File: src/agcc_consts.vh
`ifndef AGCC_CONSTS_VH
`define AGCC_CONSTS_VH
// register indices; the byte address is four times the index
`define AGCC_IX_SATCNT 6'h20
`define AGCC_IX_PAD 6'h22
`define AGCC_IX_HISAT 6'h24
`define AGCC_IX_LOCKIN 6'h26
`define AGCC_IX_WINPOS 6'h28
`define AGCC_IX_BACKOFF 6'h2a
`define AGCC_IX_TBLADDR 6'h2c
`define AGCC_IX_TBLDATA 6'h2e
`define AGCC_IX_LGAIN 6'h30
`define AGCC_IX_MANUAL 6'h32
`define AGCC_IX_TEST 6'h34
`define AGCC_IX_RFTHR 6'h36
`define AGCC_IX_MIDLOW 6'h38
`define AGCC_IX_WINNEG 6'h3a
`define AGCC_IX_STATUS 6'h3c
// storage slots behind the indices
`define AGCC_NSLOT 14
`define AGCC_S_SATCNT 4'h0
`define AGCC_S_PAD 4'h1
`define AGCC_S_HISAT 4'h2
`define AGCC_S_LOCKIN 4'h3
`define AGCC_S_WINPOS 4'h4
`define AGCC_S_BACKOFF 4'h5
`define AGCC_S_TBLADDR 4'h6
`define AGCC_S_TBLDATA 4'h7
`define AGCC_S_LGAIN 4'h8
`define AGCC_S_MANUAL 4'h9
`define AGCC_S_TEST 4'ha
`define AGCC_S_RFTHR 4'hb
`define AGCC_S_MIDLOW 4'hc
`define AGCC_S_WINNEG 4'hd
`define AGCC_S_STATUS 4'he
`define AGCC_S_NONE 4'hf
// single-bit fields
`define AGCC_TM_CONT 7
`define AGCC_TM_POL 6
`define AGCC_TM_XDIS 5
`define AGCC_TM_OVR 2
`define AGCC_TM_ABORT 1
`define AGCC_TM_SATEN 0
`define AGCC_RFT_DIS 7
`define AGCC_TA_RDSEL 5
`define AGCC_MAN_RF 7
// reset values
`define AGCC_RST_PAD 8'h1e
`define AGCC_RST_LGAIN 8'h2d
`define AGCC_RST_ZERO 8'h00
// loop gain of 1.0 is 1 << this
`define AGCC_LG_SHIFT 6
`define AGCC_ATT_MAX 10'sh07f
`define AGCC_CW_ON 3'h0
`define AGCC_CW_OFF 3'h7
`define AGCC_RESP_OKAY 2'h0
`define AGCC_RESP_SLVERR 2'h2
`endif

File: src/agcc_control.v
// Register access over AXI4-Lite was chosen for this implementation.
`timescale 1ns/10ps
`include "agcc_consts.vh"
// Function
// six-bit rf pad value used in rssi
// high sat step is twice high value
// high sat count in low nibble
// cw scale field; zero on, max off
// five-bit inner lock-in window
// antenna search needs updates at most max
// positive outer lock window, half units
// six-bit adc backoff in half dB
// read select returns table entry at address
// table entries seven-bit unsigned, low bits
// seven-bit fractional loop gain per update
// manual rf bit drives pad, polarity inverts
// override feeds manual if value out
// continuous bit keeps updating through freeze, lock
// one extra update after lock unless disabled
// override stops loop, drives both lines
// power abort ends second antenna search
// sat step bit enables step in window
// pad removed below threshold unless disabled
// mid step twice mid, low step low
// block level 4.0 to 7.5 dB
// negative window programmed positive, negated inside
// separate mid and low sat counts
// unused bits store and read back
module agcc_control (
    input wire aclk,
    input wire aresetn,
    input wire [7:0] s_axi_awaddr,
    input wire [2:0] s_axi_awprot,
    input wire s_axi_awvalid,
    output wire s_axi_awready,
    input wire [31:0] s_axi_wdata,
    input wire [3:0] s_axi_wstrb,
    input wire s_axi_wvalid,
    output wire s_axi_wready,
    output wire [1:0] s_axi_bresp,
    output wire s_axi_bvalid,
    input wire s_axi_bready,
    input wire [7:0] s_axi_araddr,
    input wire [2:0] s_axi_arprot,
    input wire s_axi_arvalid,
    output wire s_axi_arready,
    output wire [31:0] s_axi_rdata,
    output wire [1:0] s_axi_rresp,
    output wire s_axi_rvalid,
    input wire s_axi_rready,
    input wire update_tick,
    input wire agc_restart,
    input wire agc_freeze,
    input wire signed [7:0] level_err,
    input wire [7:0] sat_count,
    input wire [6:0] rssi_raw,
    input wire on_second_ant,
    input wire [6:0] ant1_power,
    input wire [6:0] ant2_power,
    output wire rf_pad_control_line,
    output wire [6:0] if_gain_line,
    output wire [7:0] rssi,
    output wire [5:0] adc_backoff,
    output wire [2:0] cw_scale,
    output wire cw_force_on,
    output wire cw_force_off,
    output wire gain_locked,
    output wire antenna_search_ok,
    output wire second_ant_abort,
    output wire ant_dwell_done
);

// ----------------------------------------
// address decode
// ----------------------------------------
// maps a byte address to a storage slot
function [3:0] slot_of;
    input [7:0] a;
    begin
        slot_of = `AGCC_S_NONE;
        if (a[1:0] != 2'h0) begin
            slot_of = `AGCC_S_NONE;
        end else if (a[7:2] == `AGCC_IX_SATCNT) begin
            slot_of = `AGCC_S_SATCNT;
        end else if (a[7:2] == `AGCC_IX_PAD) begin
            slot_of = `AGCC_S_PAD;
        end else if (a[7:2] == `AGCC_IX_HISAT) begin
            slot_of = `AGCC_S_HISAT;
        end else if (a[7:2] == `AGCC_IX_LOCKIN) begin
            slot_of = `AGCC_S_LOCKIN;
        end else if (a[7:2] == `AGCC_IX_WINPOS) begin
            slot_of = `AGCC_S_WINPOS;
        end else if (a[7:2] == `AGCC_IX_BACKOFF) begin
            slot_of = `AGCC_S_BACKOFF;
        end else if (a[7:2] == `AGCC_IX_TBLADDR) begin
            slot_of = `AGCC_S_TBLADDR;
        end else if (a[7:2] == `AGCC_IX_TBLDATA) begin
            slot_of = `AGCC_S_TBLDATA;
        end else if (a[7:2] == `AGCC_IX_LGAIN) begin
            slot_of = `AGCC_S_LGAIN;
        end else if (a[7:2] == `AGCC_IX_MANUAL) begin
            slot_of = `AGCC_S_MANUAL;
        end else if (a[7:2] == `AGCC_IX_TEST) begin
            slot_of = `AGCC_S_TEST;
        end else if (a[7:2] == `AGCC_IX_RFTHR) begin
            slot_of = `AGCC_S_RFTHR;
        end else if (a[7:2] == `AGCC_IX_MIDLOW) begin
            slot_of = `AGCC_S_MIDLOW;
        end else if (a[7:2] == `AGCC_IX_WINNEG) begin
            slot_of = `AGCC_S_WINNEG;
        end else if (a[7:2] == `AGCC_IX_STATUS) begin
            slot_of = `AGCC_S_STATUS;
        end
    end
endfunction

// ----------------------------------------
// storage
// ----------------------------------------
reg [7:0] cfg_q [0:`AGCC_NSLOT-1];
reg [6:0] tbl_q [0:31];
reg aw_full_q;
reg [7:0] awaddr_q;
reg w_full_q;
reg [7:0] wdata_q;
reg wlane_q;
reg bvalid_q;
reg [1:0] bresp_q;
reg rvalid_q;
reg [7:0] rdata_q;
reg [1:0] rresp_q;
reg [9:0] att_q;
reg locked_q;
reg extra_q;
reg [3:0] upd_cnt_q;
reg rf_line_q;
reg [6:0] if_gain_q;
reg [7:0] rssi_q;

// ----------------------------------------
// axi write channel
// ----------------------------------------
wire aw_hs = s_axi_awvalid & s_axi_awready;
wire w_hs = s_axi_wvalid & s_axi_wready;
wire wr_go = aw_full_q & w_full_q;
wire [3:0] wslot = slot_of(awaddr_q);
// writes only land through byte lane 0
wire wr_en = wr_go & wlane_q;
assign s_axi_awready = ~aw_full_q & ~bvalid_q;
assign s_axi_wready = ~w_full_q & ~bvalid_q;
assign s_axi_bvalid = bvalid_q;
assign s_axi_bresp = bresp_q;

// address and data are caught in either order
always @(posedge aclk) begin
    if (!aresetn) begin
        aw_full_q <= 1'b0;
        awaddr_q <= 8'h00;
        w_full_q <= 1'b0;
        wdata_q <= 8'h00;
        wlane_q <= 1'b0;
        bvalid_q <= 1'b0;
        bresp_q <= `AGCC_RESP_OKAY;
    end else begin
        if (aw_hs) begin
            aw_full_q <= 1'b1;
            awaddr_q <= s_axi_awaddr;
        end
        if (w_hs) begin
            w_full_q <= 1'b1;
            wdata_q <= s_axi_wdata[7:0];
            wlane_q <= s_axi_wstrb[0];
        end
        if (wr_go) begin
            aw_full_q <= 1'b0;
            w_full_q <= 1'b0;
            bvalid_q <= 1'b1;
            // status is read only, unmapped is refused
            if (wslot == `AGCC_S_NONE) begin
                bresp_q <= `AGCC_RESP_SLVERR;
            end else begin
                bresp_q <= `AGCC_RESP_OKAY;
            end
        end else if (bvalid_q && s_axi_bready) begin
            bvalid_q <= 1'b0;
        end
    end
end

// every bit of each slot stores what was written
genvar g;
generate
    for (g = 0; g < `AGCC_NSLOT; g = g + 1) begin : slot_gen
        always @(posedge aclk) begin
            if (!aresetn) begin
                cfg_q[g] <= (g == `AGCC_S_PAD) ? `AGCC_RST_PAD :
                            (g == `AGCC_S_LGAIN) ? `AGCC_RST_LGAIN :
                            `AGCC_RST_ZERO;
            end else if (wr_en && wslot == g) begin
                cfg_q[g] <= wdata_q;
            end
        end
    end
    // table entry taken from a data write at the held address
    for (g = 0; g < 32; g = g + 1) begin : tbl_gen
        always @(posedge aclk) begin
            if (!aresetn) begin
                tbl_q[g] <= 7'h00;
            end else if (wr_en && wslot == `AGCC_S_TBLDATA
                         && cfg_q[`AGCC_S_TBLADDR][4:0] == g) begin
                tbl_q[g] <= wdata_q[6:0];
            end
        end
    end
endgenerate

// ----------------------------------------
// field views
// ----------------------------------------
wire [3:0] mid_cnt = cfg_q[`AGCC_S_SATCNT][7:4];
wire [3:0] low_cnt = cfg_q[`AGCC_S_SATCNT][3:0];
wire [5:0] pad_val = cfg_q[`AGCC_S_PAD][5:0];
wire [3:0] hi_val = cfg_q[`AGCC_S_HISAT][7:4];
wire [3:0] hi_cnt = cfg_q[`AGCC_S_HISAT][3:0];
wire [4:0] lockin = cfg_q[`AGCC_S_LOCKIN][4:0];
wire [2:0] max_lock = cfg_q[`AGCC_S_WINPOS][7:5];
wire [4:0] win_pos = cfg_q[`AGCC_S_WINPOS][4:0];
wire [4:0] tbl_addr = cfg_q[`AGCC_S_TBLADDR][4:0];
wire tbl_rdsel = cfg_q[`AGCC_S_TBLADDR][`AGCC_TA_RDSEL];
wire [6:0] lgain = cfg_q[`AGCC_S_LGAIN][6:0];
wire [7:0] manual = cfg_q[`AGCC_S_MANUAL];
wire [7:0] test = cfg_q[`AGCC_S_TEST];
wire [6:0] rf_thr = cfg_q[`AGCC_S_RFTHR][6:0];
wire rf_thr_dis = cfg_q[`AGCC_S_RFTHR][`AGCC_RFT_DIS];
wire [3:0] mid_val = cfg_q[`AGCC_S_MIDLOW][7:4];
wire [3:0] low_val = cfg_q[`AGCC_S_MIDLOW][3:0];
wire [2:0] blk_lvl = cfg_q[`AGCC_S_WINNEG][7:5];
wire [4:0] win_neg = cfg_q[`AGCC_S_WINNEG][4:0];
wire ovr = test[`AGCC_TM_OVR];
wire pol = test[`AGCC_TM_POL];

// ----------------------------------------
// gain loop
// ----------------------------------------
// level error is in half dB, positive means too strong
wire signed [9:0] err = {{2{level_err[7]}}, level_err};
// inner window is in quarter dB, so compare twice the error
wire signed [9:0] err_x2 = {err[8:0], 1'b0};
wire signed [9:0] inner = {5'h00, lockin};
wire in_inner = (err_x2 <= inner) && (err_x2 >= -inner);
// negative side held as magnitude and negated here
wire signed [9:0] out_hi = {5'h00, win_pos};
wire signed [9:0] out_lo = -$signed({5'h00, win_neg});
wire in_outer = (err <= out_hi) && (err >= out_lo);
// block level reads as 1xx.x, i.e. 8 to 15 half dB
wire signed [9:0] blk = {6'h00, 1'b1, blk_lvl};
wire sat_block = ~test[`AGCC_TM_SATEN] && (err <= blk);
// saturation step, highest band that is exceeded wins
reg [4:0] sat_step;
always @* begin
    sat_step = 5'h00;
    if (sat_count > {4'h0, hi_cnt}) begin
        sat_step = {hi_val, 1'b0};
    end else if (sat_count > {4'h0, mid_cnt}) begin
        sat_step = {mid_val, 1'b0};
    end else if (sat_count > {4'h0, low_cnt}) begin
        sat_step = {1'b0, low_val};
    end
    if (sat_block) begin
        sat_step = 5'h00;
    end
end
// proportional step: error times fractional gain
wire signed [17:0] prod = err * $signed({1'b0, lgain});
wire signed [17:0] delta = prod >>> `AGCC_LG_SHIFT;
wire signed [9:0] att_sum = $signed(att_q) + delta[9:0]
                            + $signed({5'h00, sat_step});
// accumulator clipped to 0..127
wire signed [9:0] att_nx = (att_sum < 10'sh000) ? 10'sh000 :
                           (att_sum > `AGCC_ATT_MAX) ?
                           `AGCC_ATT_MAX : att_sum;
// updates stop in freeze or lock unless continuous
wire hold = (agc_freeze | (locked_q & ~extra_q))
            & ~test[`AGCC_TM_CONT];
wire upd = update_tick & ~ovr & ~hold;
// accumulator, lock state and update counter
always @(posedge aclk) begin
    if (!aresetn) begin
        att_q <= 10'h000;
        locked_q <= 1'b0;
        extra_q <= 1'b0;
        upd_cnt_q <= 4'h0;
    end else if (agc_restart) begin
        locked_q <= 1'b0;
        extra_q <= 1'b0;
        upd_cnt_q <= 4'h0;
    end else if (upd) begin
        att_q <= att_nx;
        if (!locked_q && upd_cnt_q != 4'hf) begin
            upd_cnt_q <= upd_cnt_q + 4'h1;
        end
        if (!locked_q && in_inner) begin
            locked_q <= 1'b1;
            extra_q <= ~test[`AGCC_TM_XDIS];
        end else begin
            // the extra pass is spent on the next update
            extra_q <= 1'b0;
            if (locked_q && !in_outer) begin
                locked_q <= 1'b0;
            end
        end
    end
end

// ----------------------------------------
// analog drive
// ----------------------------------------
wire [6:0] if_auto = tbl_q[att_q[6:2]];
// pad removed when gain code drops under the threshold
wire pad_off = ~rf_thr_dis & (if_auto < rf_thr);
wire pad_in = ~(ovr ? manual[`AGCC_MAN_RF] : pad_off);

// registered outputs to the rf and if stages
always @(posedge aclk) begin
    if (!aresetn) begin
        rf_line_q <= 1'b0;
        if_gain_q <= 7'h00;
        rssi_q <= 8'h00;
    end else begin
        if (ovr) begin
            rf_line_q <= manual[`AGCC_MAN_RF] ^ pol;
            if_gain_q <= manual[6:0];
        end else begin
            rf_line_q <= pad_off ^ pol;
            if_gain_q <= if_auto;
        end
        // the pad only counts while it is inserted
        rssi_q <= {1'b0, rssi_raw}
                  + (pad_in ? {2'h0, pad_val} : 8'h00);
    end
end
assign rf_pad_control_line = rf_line_q;
assign if_gain_line = if_gain_q;
assign rssi = rssi_q;
assign adc_backoff = cfg_q[`AGCC_S_BACKOFF][5:0];
assign cw_scale = cfg_q[`AGCC_S_LOCKIN][7:5];
assign cw_force_on = cw_scale == `AGCC_CW_ON;
assign cw_force_off = cw_scale == `AGCC_CW_OFF;
assign gain_locked = locked_q;
assign antenna_search_ok = locked_q
                           & (upd_cnt_q <= {1'b0, max_lock});
assign second_ant_abort = test[`AGCC_TM_ABORT] & on_second_ant
                          & (ant2_power < ant1_power);
assign ant_dwell_done = second_ant_abort
                        | (on_second_ant & locked_q);

// ----------------------------------------
// axi read channel
// ----------------------------------------
wire [3:0] rslot = slot_of(s_axi_araddr);
wire [7:0] status = {locked_q, antenna_search_ok, extra_q,
                     ant_dwell_done, upd_cnt_q};
// read mux; table data may show the table instead
reg [7:0] rd_val;
always @* begin
    rd_val = 8'h00;
    if (rslot == `AGCC_S_STATUS) begin
        rd_val = status;
    end else if (rslot == `AGCC_S_TBLDATA && tbl_rdsel) begin
        rd_val = {1'b0, tbl_q[tbl_addr]};
    end else if (rslot != `AGCC_S_NONE) begin
        rd_val = cfg_q[rslot];
    end
end

assign s_axi_arready = ~rvalid_q;
assign s_axi_rvalid = rvalid_q;
assign s_axi_rdata = {24'h000000, rdata_q};
assign s_axi_rresp = rresp_q;
// one read at a time, answered the edge after the address
always @(posedge aclk) begin
    if (!aresetn) begin
        rvalid_q <= 1'b0;
        rdata_q <= 8'h00;
        rresp_q <= `AGCC_RESP_OKAY;
    end else if (s_axi_arvalid && !rvalid_q) begin
        rvalid_q <= 1'b1;
        rdata_q <= rd_val;
        if (rslot == `AGCC_S_NONE) begin
            rresp_q <= `AGCC_RESP_SLVERR;
        end else begin
            rresp_q <= `AGCC_RESP_OKAY;
        end
    end else if (rvalid_q && s_axi_rready) begin
        rvalid_q <= 1'b0;
    end
end

endmodule

File: config.mk
export PLATFORM = sky130hd
export DESIGN_NAME = agcc_control
export DESIGN_NICKNAME = d
export VERILOG_FILES = /design/src/agcc_control.v
export VERILOG_INCLUDE_DIRS = /design/src
export SDC_FILE = /design/constraint.sdc
export NUM_CORES = 1
export LEC_CHECK = 0
export BUFFER_PORTS_ARGS = -buffer_cell sky130_fd_sc_hd__clkbuf_2
export CAP_MARGIN = 30
export CELL_PAD_IN_SITES_DETAIL_PLACEMENT = 2
export CELL_PAD_IN_SITES_GLOBAL_PLACEMENT = 2
export CORE_MARGIN = 2
export CORE_UTILIZATION = 42
export CTS_CLUSTER_SIZE = 16
export DETAILED_ROUTE_END_ITERATION = 16
export PLACE_DENSITY = 0.84
export RECOVER_POWER = 100
export SYNTH_ARGS = -nofsm -noshare
export SYNTH_HDL_FRONTEND = slang
export SYNTH_SLANG_ARGS = --single-unit
export TNS_END_PERCENT = 20
File: constraint.sdc
create_clock -name aclk -period 6.78 [get_ports aclk]
set_input_delay 0 -clock aclk [delete_from_list [all_inputs] [get_ports aclk]]
set_output_delay 0 -clock aclk [all_outputs]
set_load 0.02 [all_outputs]
**Word level (Yosys, flattened, before mapping)**

Memory sizes are Yosys's and may differ from the RTL's. A register that Yosys moved wholly into a read port is not among the register bits.
Index checks and enable logic that the tools add are counted.

- Add/sub/neg operators: 6
- $mul: 1
- Magnitude comparators: 13
- Equal/unequal tests: 81
- Mux-type cells: 241
- Bitwise logic cells: 78
- Reduce and logical (&&, ||, !) cells: 72

Operators by type and width:

| kind | number |
|---|---|
| 2-to-1 mux 7 bit | 33 |
| equality test 6 bit, second input constant | 30 |
| 2-to-1 mux 1 bit | 150 |
| 2-to-1 mux 8 bit | 17 |
| equality test 5 bit, second input constant | 16 |
| 2-to-1 mux 4 bit | 19 |
| logical AND 1 bit | 56 |
| OR 1 bit | 48 |
| equality test 5 x 4 -> 1 bit, second input constant | 8 |
| equality test 4 bit, second input constant | 9 |
| 2-to-1 mux 5 bit | 5 |
| greater-than comparator 8 x 4 -> 1 bit | 3 |
| 2-to-1 mux 3 bit | 8 |
| equality test 4 x 3 -> 1 bit, second input constant | 5 |
| equality test 5 x 3 -> 1 bit, second input constant | 4 |
| 2-to-1 mux 10 bit | 2 |
| negation 5 -> 10 bit | 2 |
| multiplier 8 x 8 -> 16 bit | 1 |
| bitwise AND 1 bit | 15 |
| < comparator 7 bit | 2 |
| NOT 1 bit | 13 |
| 2-to-1 mux 2 bit | 6 |
| adder 10 bit | 1 |
| adder 10 x 5 -> 10 bit | 1 |
| other kinds (25) | 38 |

- Register bits after elaboration: 65
- RAM bits: 336
- Input port bits: 106
- Output and inout bits: 72
- Memories kept: 2

Memory list:

| name | depth | bits a word | read ports | clocked after memory_dff | wr ports | line | RTL |
|---|---|---|---|---|---|---|---|
| tbl_q | 32 | 7 | 2 | 1 | 32 | agcc_control.v:121 | `reg [6:0] tbl_q [0:31];` |
| cfg_q | 14 | 8 | 14 | 0 | 14 | agcc_control.v:120 | `` reg [7:0] cfg_q [0:`AGCC_NSLOT-1]; `` |

**Logic depth before layout (Yosys ltp)**

- Word-level depth: 24
- Depth in mapped cells: 24
- Mapped depth without buffers: 24

**Worst setup path before layout**

No wires, ideal clock.

- Kind: register -> register
- Start: memory cfg_q[8][4]
- End: register (tool-made name)
- Setup time: 141 ps
- Arrival time: 5565 ps
- Data required time: 6639 ps
- Setup slack: 1074 ps
- Stages on the path, launching flop included: 21
- Buffers on the path: 0
- Cells stage by stage: edfxtp_1 > and2_1 > fa_1 > fa_1 > ha_1 > fa_1 > ha_1 > nand4b_1 > o21ai_0 > and2_1 > nor2_1 > xnor2_1 > fa_1 > ha_1 > fa_1 > a21oi_1 > o2111ai_1 > o211ai_1 > xnor2_1 > xnor2_1 > o31ai_1

RTL lines:

| what | line |
|---|---|
| start, declared | agcc_control.v:120 |

==> results by group <==
Run status
  • Status: finished with violations
  • Failing checks: max-capacitance violations, max-slew violations

Hold path
  • Min-delay worst type: in2reg

Synthesis
  • Main combinational cell family by area after synthesis: simple AND/OR/NAND/NOR gates
  • Mux share of post-synthesis cell area: between 10% and 20%
  • Adder-Cell Fraction of Synth Area: roughly a tenth
  • Synth top area share: between 30% and 40%
  • Post-synth EDFFs: between 300 and 400
  • Unique masters post-synth: 86
  • Synth area leaders: edfxtp_1 40%, mux4_2 12%, and2_1 6.0%
  • Area leader, netlist: edfxtp_1
  • Top FF cell, synth: edfxtp_1
  • Sequential share of the synthesized area: between 40% and 50%
  • Simple-gate share of the synthesized area: between 15 and 20%
  • Synthesized cell area: ~25000 um^2
  • Synthesized area per cell: between 10 and 15 um^2
  • Compound-Gate Fraction of Synth Area: 7.635%
  • Synth Instances: approximately 2100
  • Synth Area in XOR/XNOR: 0.9364%
  • Flops & latches, synth: approximately 400
  • Ys async rst share: 0%
  • Synthesis Warnings: 0

CTS
  • Inserted Clock Buffers: 46
  • H-Tree Depth: 2
  • Clk sinks: a little over 400
  • CTS tree: done
  • CTS root buf: clkbuf_16
  • Clock transition at path regs: approximately 0.07 ns
  • Clock buffer depth: 3
  • Skew-Pair Late Insertion Delay: about 0.63 ns

Pwr
  • Sequential share of power: between 30% and 40%
  • Pleak: 0.01127 uW
  • Psw: roughly 3500 uW
  • Clock share of power: ~29%
  • Switching part of the total power: roughly 38%
  • Comb pwr share: 38.1%
  • P_int: 5705 uW
  • Maximum vdd ir drop: between 0.2 and 0.25 mV
  • Total design power: just over 9000 uW
  • P per Cell Area: ~320 nW/um^2

Floorplanning
  • Std cell rows: 89
  • Core area: slightly below 60000 um^2
  • Number of placed I/O pins: around 180
  • Starting density of the core: between 40% and 50%
  • Die Wd: ~250 um
  • Die area: around 62000 um^2
  • Die height: 249.2 um

Detailed routing
  • Post-Route WL: 106000 um
  • DRC Markers: 0
  • Drt pass-1 iters: 5
  • Vias per inst: between 6 and 7
  • Initial drt markers: around 2200
  • Routed Antenna Nets: 0
  • Post-DR wirelength/cell: roughly 34 um
  • Via count: 20330

Setup path
  • Reg-to-reg critical path startpoint: cfg_q[8][2]$_SDFFCE_PN1P_
  • CP endpoint kind: register
  • CP startpoint: cfg_q[8][2]$_SDFFCE_PN1P_
  • R2R depth: 20
  • Reg2reg setup slack: around 0.14 ns
  • Startpoint Class: register
  • Crit path arrival time: between 7 and 8 ns
  • CP Max Fanout: 9
  • WS Path Type: reg2reg
  • Critical Path RT: around 7.3 ns

GRT
  • Largest net degree at the start of global routing: 71
  • GRT Total Usage: around a third
  • Vias in the first global route: about 22000
  • First-pass GRT wire length: 155500 um
  • Antenna violations before repair: 10
  • Grt ovf: 0

Layout
  • Total Nets Final: 2579
  • Number of fill cells in the layout: between 5000 and 6000
  • Share of layout cells above drive strength 1: between 10% and 20%
  • Fin cells: 3124
  • Multi-input gate area: roughly 13000 um^2
  • Layout Utilization: approximately half
  • FF+latch area: roughly 11000 um^2
  • Area growth syn-to-layout: 13.59%

Job
  • Max Cap Viol: 5

Timing
  • RSZ-0062 raised after global routing: true
  • Final hold slack: about 0.050 ns
  • Final Max Slew Viols: 232
  • Setup violators final: 0
  • Worst Skew: approximately 0.027 ns
  • Final hold vios: 0
  • Slew at the pin with the worst max-slew slack: around 4.0 ns
  • Fmax: roughly 150 MHz
  • Final min period: between 6 and 7 ns
  • Final worst path period share: between 90 and 100%
  • Worst rel slew slack: -168.1%

Placement
  • GPL Wtd Cong: between 0.9 and 1
  • DP Cell Count: ~2900
  • HPWL Detailed: around 68000 um
  • IO buf count: roughly 120
[worst min-delay path by stage]
stage               startpoint                         to  slack (ns)  cells after the start
2_1_floorplan     s_axi_rready  s_axi_rvalid$_SDFFE_PN0P_        0.10                      1
3_3_place_gp      s_axi_rready  s_axi_rvalid$_SDFFE_PN0P_        0.19                      2
3_5_place_dp      s_axi_rready  s_axi_rvalid$_SDFFE_PN0P_        0.20                      2
4_1_cts        s_axi_araddr[0]    rdata_q[7]$_SDFFE_PN0P_        0.02                      5
5_1_grt        s_axi_araddr[5]    rdata_q[7]$_SDFFE_PN0P_        0.08                      5
6_report       s_axi_araddr[6]    rdata_q[1]$_SDFFE_PN0P_        0.05                      4
[critical path, cell delays in order (launching register included)]
cell and delay, ns:
edfxtp_1 0.52, and2_1 0.21, fa_1 0.41, fa_1 0.50, ha_1 0.33, fa_1 0.48
ha_1 0.36, nand4b_1 0.20, o21ai_2 0.32, and2_1 0.24, o21ai_0 0.09, nand2b_1 0.13
xor2_2 0.24, fa_1 0.54, fa_1 0.54, a21oi_1 0.33, o2111ai_1 0.17, o211ai_1 0.14
xnor2_1 0.19, xnor2_2 0.19, o31ai_1 0.36
[cells by family after synthesis]
group                    after synthesis
AND/OR/NAND/NOR                      768
flip-flops                           403
buffers and inverters                309
AO/OA/AOI/OAI                        295
multiplexers                         182
adder cells (fa/ha/maj)              162
XOR/XNOR                              27
other                                  1
[cells in the final DEF, fill, tap and decap left out, types with 9 or more instances in the layout]
| cell | instances |
|---|---|
| a21o_1 | 14 |
| nand4_1 | 16 |
| nor3_1 | 25 |
| clkbuf_2 | 72 |
| buf_4 | 27 |
| inv_1 | 129 |
| clkbuf_16 | 52 |
| xor2_1 | 9 |
| mux2_2 | 11 |
| nand2b_1 | 15 |
| a211oi_1 | 12 |
| edfxtp_1 | 336 |
| or3_1 | 16 |
| nand2_1 | 113 |
| and2_0 | 163 |
| clkbuf_1 | 110 |
| mux2i_1 | 36 |
| nand3_1 | 26 |
| o221ai_1 | 15 |
| nor2b_1 | 28 |
| a21oi_1 | 65 |
| dlygate4sd3_1 | 67 |
| dfxtp_1 | 65 |
| nor2_1 | 91 |
| and2_1 | 79 |
| xnor2_1 | 16 |
| o21ai_0 | 81 |
| and3_1 | 161 |
| o211ai_1 | 14 |
| ha_1 | 110 |
| fa_1 | 52 |
| mux4_2 | 132 |
| conb_1 | 26 |
| o21a_1 | 13 |
[sequential cells by signal, indices dropped and copies added, names as in the netlist, named ones only]
signal               count
tbl_q                  224
cfg_q                  112
att_q                    9
awaddr_q                 8
rdata_q                  8
rssi                     8
wdata_q                  8
if_gain_line             7
upd_cnt_q                4
aw_full_q                1
extra_q                  1
gain_locked              1
rf_pad_control_line      1
s_axi_bresp              1
s_axi_bvalid             1
s_axi_rresp              1
s_axi_rvalid             1
w_full_q                 1
wlane_q                  1
[cell type report]
class	instances	share of cell area, %
multi-input combinational	1460	43.75
sequential	403	39.87
clock buffer	68	4.885
inverter	130	1.701
antenna	6	0.05234
timing repair buffer	270	5.902
clock inverter	14	0.4711
tap	773	3.372
[routing by layer]
layer / wire length (um) / GRT usage (%) / vias up
met1: 38250 / 40.62 / 10570
met2: 52590 / 57.79 / 1214
met5: 47 / 0 / -
met4: 6051 / 17.52 / 6
met3: 9065 / 6.865 / 366
li1: - / - / 8169
[power groups by stage]
| stage | registers (uW) | logic [uW] | clock network, uW |
|---|---|---|---|
| floorplan | 2960 | 2210 | 0 |
| global placement | 3040 | 2890 | 0 |
| detailed placement | 3030 | 3210 | 0 |
| CTS | 2980 | 3370 | 2650 |
| global route | 3000 | 3790 | 2750 |
| finish | 2990 | 3500 | 2680 |
[synthesized netlist by cell type (20+ instances only)]
library cell and instances:
dfxtp_1 67, inv_1 129, nor3_1 27, clkbuf_1 104, nor2_1 77, buf_2 20
a21oi_1 65, and3_1 161, ha_1 110, mux2i_1 36, nor2b_1 28, nand3_1 26
o21ai_0 84, and2_1 242, mux4_2 132, nand2_1 113, edfxtp_1 336, buf_4 38
fa_1 52
[stage by stage]
step | worst slack, ns | area, um^2 | TNS, ns
after floorplan | 1.074 | 25350 | 0
after global placement | 0.2580 | 26400 | 0
after detailed placement | -0.1100 | 26560 | -1.105
after CTS | 0.02093 | 28770 | 0
after global routing | -0.1497 | 28670 | -1.343
final | 0.1363 | 28690 | 0
[what timing repair did]
action / CTS / global route
hold buffers: 67 / 0
buffers inserted: 0 / 2
setup endpoints to repair: 12 / 13
gates resized for setup: 2 / 9
pin swaps: 0 / 1
endpoints found under the hold margin: 35 / 0
Power figures use the tool's default switching activity.
